[src/logic/idp_consts.svh]
/*
 Constants of the division sign-preparation stage: opcode words, compare
 values, register indices, bus offsets and status bit positions.
 Assumes inclusion by bare name from the stage module and the testbench top.
*/
`ifndef IDP_CONSTS_SVH
`define IDP_CONSTS_SVH

// Low opcode words of the six preparation operations
`define IDP_OP_S32 16'hE568
`define IDP_OP_U32 16'hE569
`define IDP_OP_S64_32 16'hE5A8
`define IDP_OP_U64_32 16'hE5A9
`define IDP_OP_S64 16'hE5B8
`define IDP_OP_U64 16'hE5B9

// Most negative values used by the overflow compares
`define IDP_MIN32 32'h8000_0000
`define IDP_MIN64 64'h8000_0000_0000_0000
// Compare value of the 64-bit unsigned-denominator form, kept as printed
`define IDP_MIN_U64_PRINTED 64'h0000_8000_0000_0000

// Extended register indices
`define IDP_R0 3'h0
`define IDP_R1 3'h1
`define IDP_R2 3'h2
`define IDP_R3 3'h3
`define IDP_R4 3'h4
`define IDP_R5 3'h5

// Bus byte offsets; extended register n sits at 4*n
`define IDP_ADDR_EXT_BASE 8'h00
`define IDP_ADDR_STF 8'h20
`define IDP_ADDR_IRQ_STAT 8'h24
`define IDP_ADDR_IRQ_MASK 8'h28

// Interrupt status bit positions
`define IDP_IRQ_OVF 0
`define IDP_IRQ_DONE 1
`define IDP_IRQ_BADOP 2
`define IDP_IRQ_W 3

// Reset values and bus responses
`define IDP_STF_RESET 7'h00
`define IDP_RESP_OKAY 2'h0
`define IDP_RESP_SLVERR 2'h2

`endif

[src/logic/idp_pkg.sv]
/*
 Types of the division sign-preparation stage.
 Assumes idp_consts.svh on the include path.
*/
`default_nettype none
package idp_pkg;
    // Floating status register, highest bit first
    typedef struct packed {
        logic sticky_overflow_flag;
        logic sticky_underflow_flag;
        logic float_negative_flag;
        logic float_zero_flag;
        logic remainder_sign_flag;
        logic zero_integer_flag;
        logic quotient_sign_flag;
    } idp_stf_t;

    typedef logic [7:0][31:0] idp_regs_t;
endpackage : idp_pkg
`default_nettype wire

[src/logic/idp_cond_neg.sv]
/*
 Conditional two's-complement negation of one operand.
 Assumes a narrower operand is zero-extended; its low bits stay correct.
*/
`timescale 1ns/1ns
`default_nettype none
module idp_cond_neg #(
    parameter int W = 64
) (
    // Operand
    input wire logic [W-1:0] val_in,
    input wire logic neg_in,
    // Result
    output logic [W-1:0] res_out
);
    // Full-width add so the carry crosses the word boundary
    assign res_out = neg_in ? (~val_in + {{(W-1){1'b0}}, 1'b1}) : val_in;
endmodule : idp_cond_neg
`default_nettype wire

[src/logic/idp_ext_regfile.sv]
/*
 Eight 32-bit extended registers with a write enable per register.
 Assumes at most one writer per register per cycle, arbitrated upstream.
*/
`timescale 1ns/1ns
`default_nettype none
module idp_ext_regfile
    import idp_pkg::*;
#(
    parameter int NREG = 8
) (
    // Clock and reset
    input wire logic clk_in,
    input wire logic rstn_in,
    // Write port
    input wire logic [NREG-1:0] we_in,
    input wire logic [NREG-1:0][31:0] wdata_in,
    // Read port
    output logic [NREG-1:0][31:0] rdata_out
);
    logic [31:0] mem_ff [NREG];

    always_ff @(posedge clk_in or negedge rstn_in) begin
        if (!rstn_in) begin
            for (int i = 0; i < NREG; i++) begin
                mem_ff[i] <= 32'h0000_0000;
            end
        end else begin
            for (int i = 0; i < NREG; i++) begin
                if (we_in[i]) begin
                    mem_ff[i] <= wdata_in[i];
                end
            end
        end
    end

    for (genvar g = 0; g < NREG; g++) begin : g_rd
        assign rdata_out[g] = mem_ff[g];
    end
endmodule : idp_ext_regfile
`default_nettype wire

[src/logic/idp_sign_prep.sv]
/*
 Sign-extraction and operand-conditioning stage for fast integer division,
 with the extended register file, the floating status flags, an interrupt
 status/mask pair and an AXI4-Lite slave for software access.
 Assumes the decoder presents one low opcode word per cycle, synchronous
 to clk_sys_in.
*/
// Our own choices: the AXI4-Lite register port and the address map.
// How it works
// - Opcode E568: signed 32/32 prep; numerator reg1, denominator reg3, remainder reg2.
// - Signed 32/32: remainder sign is numerator bit 31, quotient sign their XOR.
// - Every prep zeroes the remainder and replaces negative operands by magnitude.
// - Opcode E569: unsigned-denominator 32-bit prep; both signs from numerator bit 31.
// - Opcode E5A8: signed 64/32 prep; numerator pair upper word in reg1.
// - Signed 64/32: overflow on most negative 64-bit numerator or 32-bit denominator.
// - Opcode E5A9: 64/32 unsigned denominator; overflow on numerator minimum only.
// - Opcode E5B8: signed 64/64; denominator pair upper in reg3; quotient sign XOR.
// - Signed 64/64: overflow when either 64-bit operand is the most negative value.
// - Opcode E5B9: 64-bit unsigned denominator; clears remainder pair; compare as printed.
// - Preps change only quotient sign, remainder sign and overflow flags.
// - Each prep completes in one cycle; results usable by the next instruction.
// - Registers are fixed by the opcode; preps use extended registers 0 to 5 of the eight.
`timescale 1ns/1ns
`default_nettype none
`include "idp_consts.svh"
module idp_sign_prep
    import idp_pkg::*;
#(
    parameter int ADDR_W = 8
) (
    // Clock and reset
    input wire logic clk_sys_in,
    input wire logic rstn_in,
    // Instruction from the decoder
    input wire logic instr_valid_in,
    input wire logic [15:0] opcode_in,
    // Status towards the pipeline
    output logic instr_done_out,
    output idp_stf_t stf_out,
    output logic irq_out,
    // AXI4-Lite write address and data
    input wire logic [ADDR_W-1:0] s_axi_awaddr,
    input wire logic s_axi_awvalid,
    output logic s_axi_awready,
    input wire logic [31:0] s_axi_wdata,
    input wire logic [3:0] s_axi_wstrb,
    input wire logic s_axi_wvalid,
    output logic s_axi_wready,
    // AXI4-Lite write response
    output logic [1:0] s_axi_bresp,
    output logic s_axi_bvalid,
    input wire logic s_axi_bready,
    // AXI4-Lite read
    input wire logic [ADDR_W-1:0] s_axi_araddr,
    input wire logic s_axi_arvalid,
    output logic s_axi_arready,
    output logic [31:0] s_axi_rdata,
    output logic [1:0] s_axi_rresp,
    output logic s_axi_rvalid,
    input wire logic s_axi_rready
);
    function automatic logic is_min64(input logic [63:0] v);
        return v == `IDP_MIN64;
    endfunction : is_min64
    function automatic logic is_min32(input logic [31:0] v);
        return v == `IDP_MIN32;
    endfunction : is_min32
    function automatic logic is_mapped(input logic [ADDR_W-1:0] a);
        return (a < `IDP_ADDR_STF) || (a == `IDP_ADDR_STF) || (a == `IDP_ADDR_IRQ_STAT)
            || (a == `IDP_ADDR_IRQ_MASK);
    endfunction : is_mapped
    function automatic logic [31:0] merge(input logic [31:0] old, input logic [31:0] nw,
                                          input logic [3:0] strb);
        logic [31:0] r;
        r = old;
        for (int b = 0; b < 4; b++) begin
            if (strb[b]) r[8*b +: 8] = nw[8*b +: 8];
        end
        return r;
    endfunction : merge
    // Reset release through two flops
    logic [1:0] rst_sync_ff;
    logic rstn_s;
    always_ff @(posedge clk_sys_in or negedge rstn_in) begin
        if (!rstn_in) begin
            rst_sync_ff <= 2'h0;
        end else begin
            rst_sync_ff <= {rst_sync_ff[0], 1'b1};
        end
    end
    assign rstn_s = rst_sync_ff[1];
    // Register file
    idp_regs_t regs;
    logic [7:0] rf_we;
    idp_regs_t rf_wdata;
    idp_ext_regfile #(.NREG(8)) u_regs (.clk_in(clk_sys_in), .rstn_in(rstn_s), .we_in(rf_we),
        .wdata_in(rf_wdata), .rdata_out(regs));
    wire [31:0] r0 = regs[`IDP_R0];
    wire [31:0] r1 = regs[`IDP_R1];
    wire [31:0] r3 = regs[`IDP_R3];
    wire [31:0] r5 = regs[`IDP_R5];
    // Opcode decode
    wire op_s32 = opcode_in == `IDP_OP_S32;
    wire op_u32 = opcode_in == `IDP_OP_U32;
    wire op_s6432 = opcode_in == `IDP_OP_S64_32;
    wire op_u6432 = opcode_in == `IDP_OP_U64_32;
    wire op_s64 = opcode_in == `IDP_OP_S64;
    wire op_u64 = opcode_in == `IDP_OP_U64;
    wire op_any = op_s32 | op_u32 | op_s6432 | op_u6432 | op_s64 | op_u64;
    wire take = instr_valid_in & op_any;
    wire bad_op = instr_valid_in & ~op_any;
    wire num_wide = op_s6432 | op_u6432 | op_s64 | op_u64;
    wire den_wide = op_s64;
    wire den_signed = op_s32 | op_s6432 | op_s64;
    wire rem_wide = op_s64 | op_u64;
    // Operands, sign bits and magnitudes
    wire [63:0] num_val = num_wide ? {r1, r0} : {32'h0000_0000, r1};
    wire [63:0] den_val = den_wide ? {r3, r5} : {32'h0000_0000, r3};
    wire num_sign = r1[31];
    wire den_sign = r3[31];
    wire [63:0] num_abs, den_abs;
    idp_cond_neg #(.W(64)) u_num_neg (.val_in(num_val), .neg_in(num_sign),
        .res_out(num_abs));
    idp_cond_neg #(.W(64)) u_den_neg (.val_in(den_val), .neg_in(den_signed & den_sign),
        .res_out(den_abs));
    wire quot_sign = den_signed ? (num_sign ^ den_sign) : num_sign;
    wire ovf_hit = (op_s32 & (is_min32(r1) | is_min32(r3)))
        | (op_u32 & is_min32(r1))
        | (op_s6432 & (is_min64(num_val) | is_min32(r3)))
        | (op_u6432 & is_min64(num_val))
        | (op_s64 & (is_min64(num_val) | is_min64(den_val)))
        | (op_u64 & (num_val == `IDP_MIN_U64_PRINTED));
    // Bus write path; held off while an instruction owns the registers
    logic aw_hold_ff, w_hold_ff, awready_ff, wready_ff, bvalid_ff;
    logic [ADDR_W-1:0] aw_addr_ff;
    logic [31:0] w_data_ff;
    logic [3:0] w_strb_ff;
    logic [1:0] bresp_ff;
    wire do_write = aw_hold_ff & w_hold_ff & ~bvalid_ff & ~instr_valid_in;
    wire aw_take = s_axi_awvalid & awready_ff;
    wire w_take = s_axi_wvalid & wready_ff;
    wire nxt_aw_hold = do_write ? 1'b0 : (aw_hold_ff | aw_take);
    wire nxt_w_hold = do_write ? 1'b0 : (w_hold_ff | w_take);
    wire wr_ext = do_write & (aw_addr_ff < `IDP_ADDR_STF);
    wire [2:0] wr_idx = aw_addr_ff[4:2];
    wire wr_stf = do_write & (aw_addr_ff == `IDP_ADDR_STF);
    wire wr_istat = do_write & (aw_addr_ff == `IDP_ADDR_IRQ_STAT);
    wire wr_imask = do_write & (aw_addr_ff == `IDP_ADDR_IRQ_MASK);
    always_ff @(posedge clk_sys_in or negedge rstn_s) begin
        if (!rstn_s) begin
            aw_hold_ff <= 1'b0;
            w_hold_ff <= 1'b0;
            awready_ff <= 1'b0;
            wready_ff <= 1'b0;
            bvalid_ff <= 1'b0;
            bresp_ff <= `IDP_RESP_OKAY;
            aw_addr_ff <= '0;
            w_data_ff <= 32'h0000_0000;
            w_strb_ff <= 4'h0;
        end else begin
            aw_hold_ff <= nxt_aw_hold;
            w_hold_ff <= nxt_w_hold;
            awready_ff <= ~nxt_aw_hold;
            wready_ff <= ~nxt_w_hold;
            if (aw_take) aw_addr_ff <= s_axi_awaddr;
            if (w_take) begin
                w_data_ff <= s_axi_wdata;
                w_strb_ff <= s_axi_wstrb;
            end
            if (do_write) begin
                bvalid_ff <= 1'b1;
                bresp_ff <= is_mapped(aw_addr_ff) ? `IDP_RESP_OKAY : `IDP_RESP_SLVERR;
            end else if (s_axi_bready) begin
                bvalid_ff <= 1'b0;
            end
        end
    end
    // Register file write data: instruction results, else the bus
    always_comb begin
        rf_we = '0;
        rf_wdata = regs;
        if (take) begin
            rf_we[`IDP_R1] = 1'b1;
            rf_we[`IDP_R2] = 1'b1;
            rf_wdata[`IDP_R2] = 32'h0000_0000;
            rf_wdata[`IDP_R1] = num_wide ? num_abs[63:32] : num_abs[31:0];
            if (num_wide) begin
                rf_we[`IDP_R0] = 1'b1;
                rf_wdata[`IDP_R0] = num_abs[31:0];
            end
            if (rem_wide) begin
                rf_we[`IDP_R4] = 1'b1;
                rf_wdata[`IDP_R4] = 32'h0000_0000;
            end
            if (den_signed) begin
                rf_we[`IDP_R3] = 1'b1;
                rf_wdata[`IDP_R3] = den_wide ? den_abs[63:32] : den_abs[31:0];
            end
            if (den_wide) begin
                rf_we[`IDP_R5] = 1'b1;
                rf_wdata[`IDP_R5] = den_abs[31:0];
            end
        end else if (wr_ext) begin
            rf_we[wr_idx] = 1'b1;
            rf_wdata[wr_idx] = merge(regs[wr_idx], w_data_ff, w_strb_ff);
        end
    end
    // Status flags and interrupts
    idp_stf_t stf_ff, nxt_stf, stf_wr;
    logic [`IDP_IRQ_W-1:0] irq_stat_ff, irq_mask_ff, nxt_irq_stat, nxt_irq_mask;
    logic done_ff, irq_ff;
    wire [`IDP_IRQ_W-1:0] irq_ev;
    assign stf_wr = idp_stf_t'(7'(merge({25'h0, stf_ff}, w_data_ff, w_strb_ff)));
    assign irq_ev = {bad_op, take, take & ovf_hit};
    always_comb begin
        nxt_stf = wr_stf ? stf_wr : stf_ff;
        if (take) begin
            // Only these three flags move; the rest hold
            nxt_stf.quotient_sign_flag = quot_sign;
            nxt_stf.remainder_sign_flag = num_sign;
            nxt_stf.sticky_overflow_flag = stf_ff.sticky_overflow_flag | ovf_hit;
        end
    end
    // Set wins over a same-cycle write-one-to-clear
    assign nxt_irq_stat = (irq_stat_ff & ~(wr_istat ? w_data_ff[`IDP_IRQ_W-1:0]
                                                    : {`IDP_IRQ_W{1'b0}})) | irq_ev;
    assign nxt_irq_mask = wr_imask ? w_data_ff[`IDP_IRQ_W-1:0] : irq_mask_ff;
    always_ff @(posedge clk_sys_in or negedge rstn_s) begin
        if (!rstn_s) begin
            stf_ff <= `IDP_STF_RESET;
            irq_stat_ff <= '0;
            irq_mask_ff <= '0;
            done_ff <= 1'b0;
            irq_ff <= 1'b0;
        end else begin
            stf_ff <= nxt_stf;
            irq_stat_ff <= nxt_irq_stat;
            irq_mask_ff <= nxt_irq_mask;
            done_ff <= take;
            irq_ff <= |(nxt_irq_stat & nxt_irq_mask);
        end
    end
    // Bus read path
    logic arready_ff, rvalid_ff;
    logic [31:0] rdata_ff;
    logic [1:0] rresp_ff;
    wire ar_take = s_axi_arvalid & arready_ff;
    wire nxt_rvalid = ar_take ? 1'b1 : (rvalid_ff & ~s_axi_rready);
    wire [31:0] rd_word = (s_axi_araddr < `IDP_ADDR_STF) ? regs[s_axi_araddr[4:2]]
        : (s_axi_araddr == `IDP_ADDR_STF) ? {25'h0, stf_ff}
        : (s_axi_araddr == `IDP_ADDR_IRQ_STAT) ? {29'h0, irq_stat_ff}
        : (s_axi_araddr == `IDP_ADDR_IRQ_MASK) ? {29'h0, irq_mask_ff} : 32'h0000_0000;
    always_ff @(posedge clk_sys_in or negedge rstn_s) begin
        if (!rstn_s) begin
            arready_ff <= 1'b0;
            rvalid_ff <= 1'b0;
            rdata_ff <= 32'h0000_0000;
            rresp_ff <= `IDP_RESP_OKAY;
        end else begin
            arready_ff <= ~nxt_rvalid;
            rvalid_ff <= nxt_rvalid;
            if (ar_take) begin
                rdata_ff <= rd_word;
                rresp_ff <= is_mapped(s_axi_araddr) ? `IDP_RESP_OKAY : `IDP_RESP_SLVERR;
            end
        end
    end
    assign instr_done_out = done_ff;
    assign stf_out = stf_ff;
    assign irq_out = irq_ff;
    assign s_axi_awready = awready_ff;
    assign s_axi_wready = wready_ff;
    assign s_axi_bvalid = bvalid_ff;
    assign s_axi_bresp = bresp_ff;
    assign s_axi_arready = arready_ff;
    assign s_axi_rvalid = rvalid_ff;
    assign s_axi_rdata = rdata_ff;
    assign s_axi_rresp = rresp_ff;
endmodule : idp_sign_prep
`default_nettype wire

[config.mk]
export PLATFORM = sky130hd
export DESIGN_NAME = idp_sign_prep
export DESIGN_NICKNAME = d
export VERILOG_FILES = /design/src/logic/idp_pkg.sv /design/src/logic/idp_cond_neg.sv /design/src/logic/idp_ext_regfile.sv /design/src/logic/idp_sign_prep.sv
export VERILOG_INCLUDE_DIRS = /design/src /design/src/logic
export SDC_FILE = /design/constraint.sdc
export NUM_CORES = 1
export LEC_CHECK = 0
export BUFFER_PORTS_ARGS = -buffer_cell sky130_fd_sc_hd__buf_2
export CORE_MARGIN = 4
export CORE_UTILIZATION = 30
export DETAILED_ROUTE_END_ITERATION = 10
export SLEW_MARGIN = 40
export SYNTH_ARGS = -nofsm -noshare
export SYNTH_HDL_FRONTEND = slang
export SYNTH_SLANG_ARGS = --single-unit
[constraint.sdc]
create_clock -name clk_sys_in -period 22.5 [get_ports clk_sys_in]
set_clock_uncertainty 0.1 [all_clocks]
set_input_delay 0 -clock clk_sys_in [delete_from_list [all_inputs] [get_ports clk_sys_in]]
set_output_delay 0 -clock clk_sys_in [all_outputs]
set_load 0.01 [all_outputs]
==> reports/metrics.yaml <==
outcome: "complete, no violations"
rr_startpoint: "aw_addr_ff[2]$_DFFE_PN0P_"
max_freq_ghz: 0.234
cp.arrival_ns: 4.63
multi_input_area_sq_um: 14700
num_vias: 22986
end_kind: "flip-flop"
setup-violations-final: 0
clkSinkCount: 358
antenna_cells: 0
ant_nets: 0
dieArea_sq_um: 86600
min_path_type: "reg -> async"
synth_top_area_cell: "dfrtp_1"
grt_setup_unrepaired: "false"
drive_above_1_share_pct: 21.4
io_buffers: 123
met1_usage_pct: 28.7
ys_warn_count: 0
worstPathMaxFanout: 43
fin_nets: 2756
critPathLaunchType: "input pin"
grt_antenna_before_repair: 2
synth_cell_types: 99
grt_pass1_vias: 22463
start_util_pct: 30.4
seq_area_sq_um: 8970
ctsResizeCount: 0
ioPinCount: 126
syn_inst: 2603
crit_path_cell_trace: "dlygate4sd3_1 > buf_2 > nand2b_1 > buf_4 > nor2_4 > buf_4 > mux2i_1 > ha_1 > nand4_1 > nor4_2 > a22oi_1 > o31ai_1 > nor4_1 > or3_1"
root_buffer: "clkbuf_16"
tritoncts: "done"
grt.busiest_layer: "met2"
rows: 104
die_x_um: 294
r2r_cells: 11
ir_worst_vdd_v: 0.0000681
required_ns: 22.85
synthToLayoutAreaGrowth_pct: 15.6
firstDrtPassIters: 8
finalCritPeriodShare_pct: 19.0
gp_congestion: 1.01
post_drt_wl_per_cell_um: 26.3
worst_slew_pin_slew_ns: 0.943
slowest_stage: "nor4_2"
drcViolationCount: 0
synth_area_leaders: "dfrtp_1 36%, mux4_2 12%, mux2i_1 5.0%"
p_per_area_nw_per_um2: 125
grt-ovfl-total: 0
insertion_delay_ns: 0.58
crit_type: "in -> reg"
die_h_um: 294
placed_cells: 3625
clk_pin_slew_ns: 0.06
hpwl_um: 70100
cpPeakStageDelay_ns: 0.61
grt_start_max_net_pins: 74
fin_cells: 3770
clockBufferDepth: 3
yosysSeqAreaShare_pct: 36.5
synth.avg_cell_area_sq_um: 9.44
synth_top_area_share_pct: 36.5
postCtsSetupBuffers: 0
r2r_slack_ns: 18.50
fin_crit_ns: 4.28
cts_hold_buffers: 68
drt-initial-drc-count: 2431
r2r_end: "u_regs.rdata_out[112]$_DFFE_PN0P_"
fp.coreArea_sq_um: 80800
drv_slew: 0
cellLeakagePower_nw: 11.8
h-tree-depth: 2
cpMostUsedCell: "buf_4"
postRouteWirelength_um: 99000
grt_use_met3_pct: 3.41
fin_tns_setup_ns: 0
grt_usage_pct: 22.3
grt_pass1_wl_um: 147000
worst_slew_margin_rel_pct: 36.5
netlist_area_sq_um: 24600
ys.flop_type: "dfrtp_1"
numCtsBuffers: 43
use_met2_pct: 34.6
hold_viol_final: 0
synth_edf_count: 0
viasPerCell: 6.10
synth_seq_cells: 358
drv_cap: 0
fillers: 8121
synthArstFlopShare_pct: 100
[kinds of logic after synthesis]
family	synth area share (%)
and+or+nand+nor	17.7
AOI/OAI and AO/OA	17.5
DFF	36.5
muxes	21.6
buffers and inverters	4.12
xor gates and xnor gates	2.46
adders and majority gates	0.102
other	0.0306
[through the flow]
step           total power (W)  utilization (%)  cell area [sq um]  hold WS, ns  setup WS [ns]
6_report               0.00356             35.2              28400      0.00393          18.22
5_1_grt                0.00372             35.2              28400       0.0107          18.05
4_1_cts                0.00352             35.1              28400      0.00730          18.42
3_5_place_dp           0.00278             32.6              26300       -0.311          17.93
3_3_place_gp           0.00276             32.4              26200       -0.311          17.96
2_1_floorplan          0.00214                -              24600       -0.396          11.68
[cell usage in the layout (no fill, tap or decap), types with 68 or more instances in the layout]
master | Yosys | routed
nor3_1 | 79 | 77
dfrtp_1 | 358 | 353
buf_4 | 2 | 74
o21ai_0 | 177 | 176
buf_2 | 41 | 121
mux4_2 | 126 | 126
dlygate4sd3_1 | 0 | 68
nand2_1 | 307 | 306
mux2i_1 | 123 | 123
mux2_2 | 105 | 105
nor2_1 | 251 | 247
a21oi_1 | 137 | 134
[Yosys cell counts, types with 6 or more instances]
library cell	instances
a21o_1	13
o22ai_1	13
o211ai_1	17
a22oi_1	17
o21ai_1	27
o221ai_1	25
dfrtp_1	358
a2111oi_0	6
or3_1	26
o21ai_0	177
mux2i_1	123
or2_2	12
a221oi_1	35
nand2b_1	9
a311oi_1	6
buf_1	32
and3_1	13
o21a_1	29
a31oi_1	29
nor2b_1	7
nand4_1	27
o311ai_0	7
mux4_2	126
xor2_1	29
buf_2	41
a211oi_1	17
nand3b_1	6
and2_1	10
a21oi_1	137
or4_1	16
a22o_1	20
inv_1	13
xnor2_1	40
nor4_1	45
nand2_1	307
clkbuf_1	164
o31ai_1	22
nor3_1	79
nand3_1	44
nor2_1	251
mux2_2	105
nor4_2	8
[flip-flops by register name (all words and copies together), names as in the netlist, 2 cells and up]
register	cells
stf_out	7
irq_mask_ff	3
s_axi_rdata	32
irq_stat_ff	3
aw_addr_ff	8
w_strb_ff	4
w_data_ff	32
rst_sync_ff	2
u_regs.rdata_out	256
[worst max-delay path: cells and delay by family]
kind            cells  cell delay (ns)
simple gates        6             1.59
fa+ha+maj           1             0.39
compound gates      2             0.72
buf+inv             4             1.54
mux                 1             0.32
[worst max path at each step]
stage,startpoint,endpoint,slack [ns]
floorplan,rst_sync_ff[1]$_DFF_PN0_,aw_addr_ff[0]$_DFFE_PN0P_,11.68
global placement,opcode_in[9],irq_out$_DFF_PN0_,17.96
detailed placement,opcode_in[9],u_regs.rdata_out[29]$_DFFE_PN0P_,17.93
CTS,opcode_in[0],u_regs.rdata_out[96]$_DFFE_PN0P_,18.42
global route,opcode_in[0],u_regs.rdata_out[96]$_DFFE_PN0P_,18.05
finish,opcode_in[0],u_regs.rdata_out[96]$_DFFE_PN0P_,18.22
[cell type report]
| cell class | count | area share [%] |
|---|---|---|
| Multi-Input combinational cell | 1992 | 51.9 |
| Sequential cell | 358 | 31.6 |
| Timing Repair Buffer | 269 | 6.78 |
| Tap cell | 1060 | 4.67 |
| Clock buffer | 67 | 4.47 |
| Clock inverter | 10 | 0.440 |
| Inverter | 14 | 0.194 |
[routing by layer]
layer | vias to the layer above | share of wire [%]
met5 | - | 0
met4 | 0 | 7.9
met3 | 294 | 8.3
met2 | 1296 | 45
met1 | 11441 | 39
li1 | 9955 | -
[where the power goes]
| part | switching [W] | leakage, nW | total, W | internal [W] |
|---|---|---|---|---|
| sequential | 0.000323 | 4.80 | 0.00114 | 0.000816 |
| combinational | 0.00105 | 6.27 | 0.00171 | 0.000655 |
| clock | 0.000287 | 0.686 | 0.000707 | 0.000420 |
| total | 0.00166 | 11.8 | 0.00356 | 0.00189 |
Power figures use the tool's default switching activity.
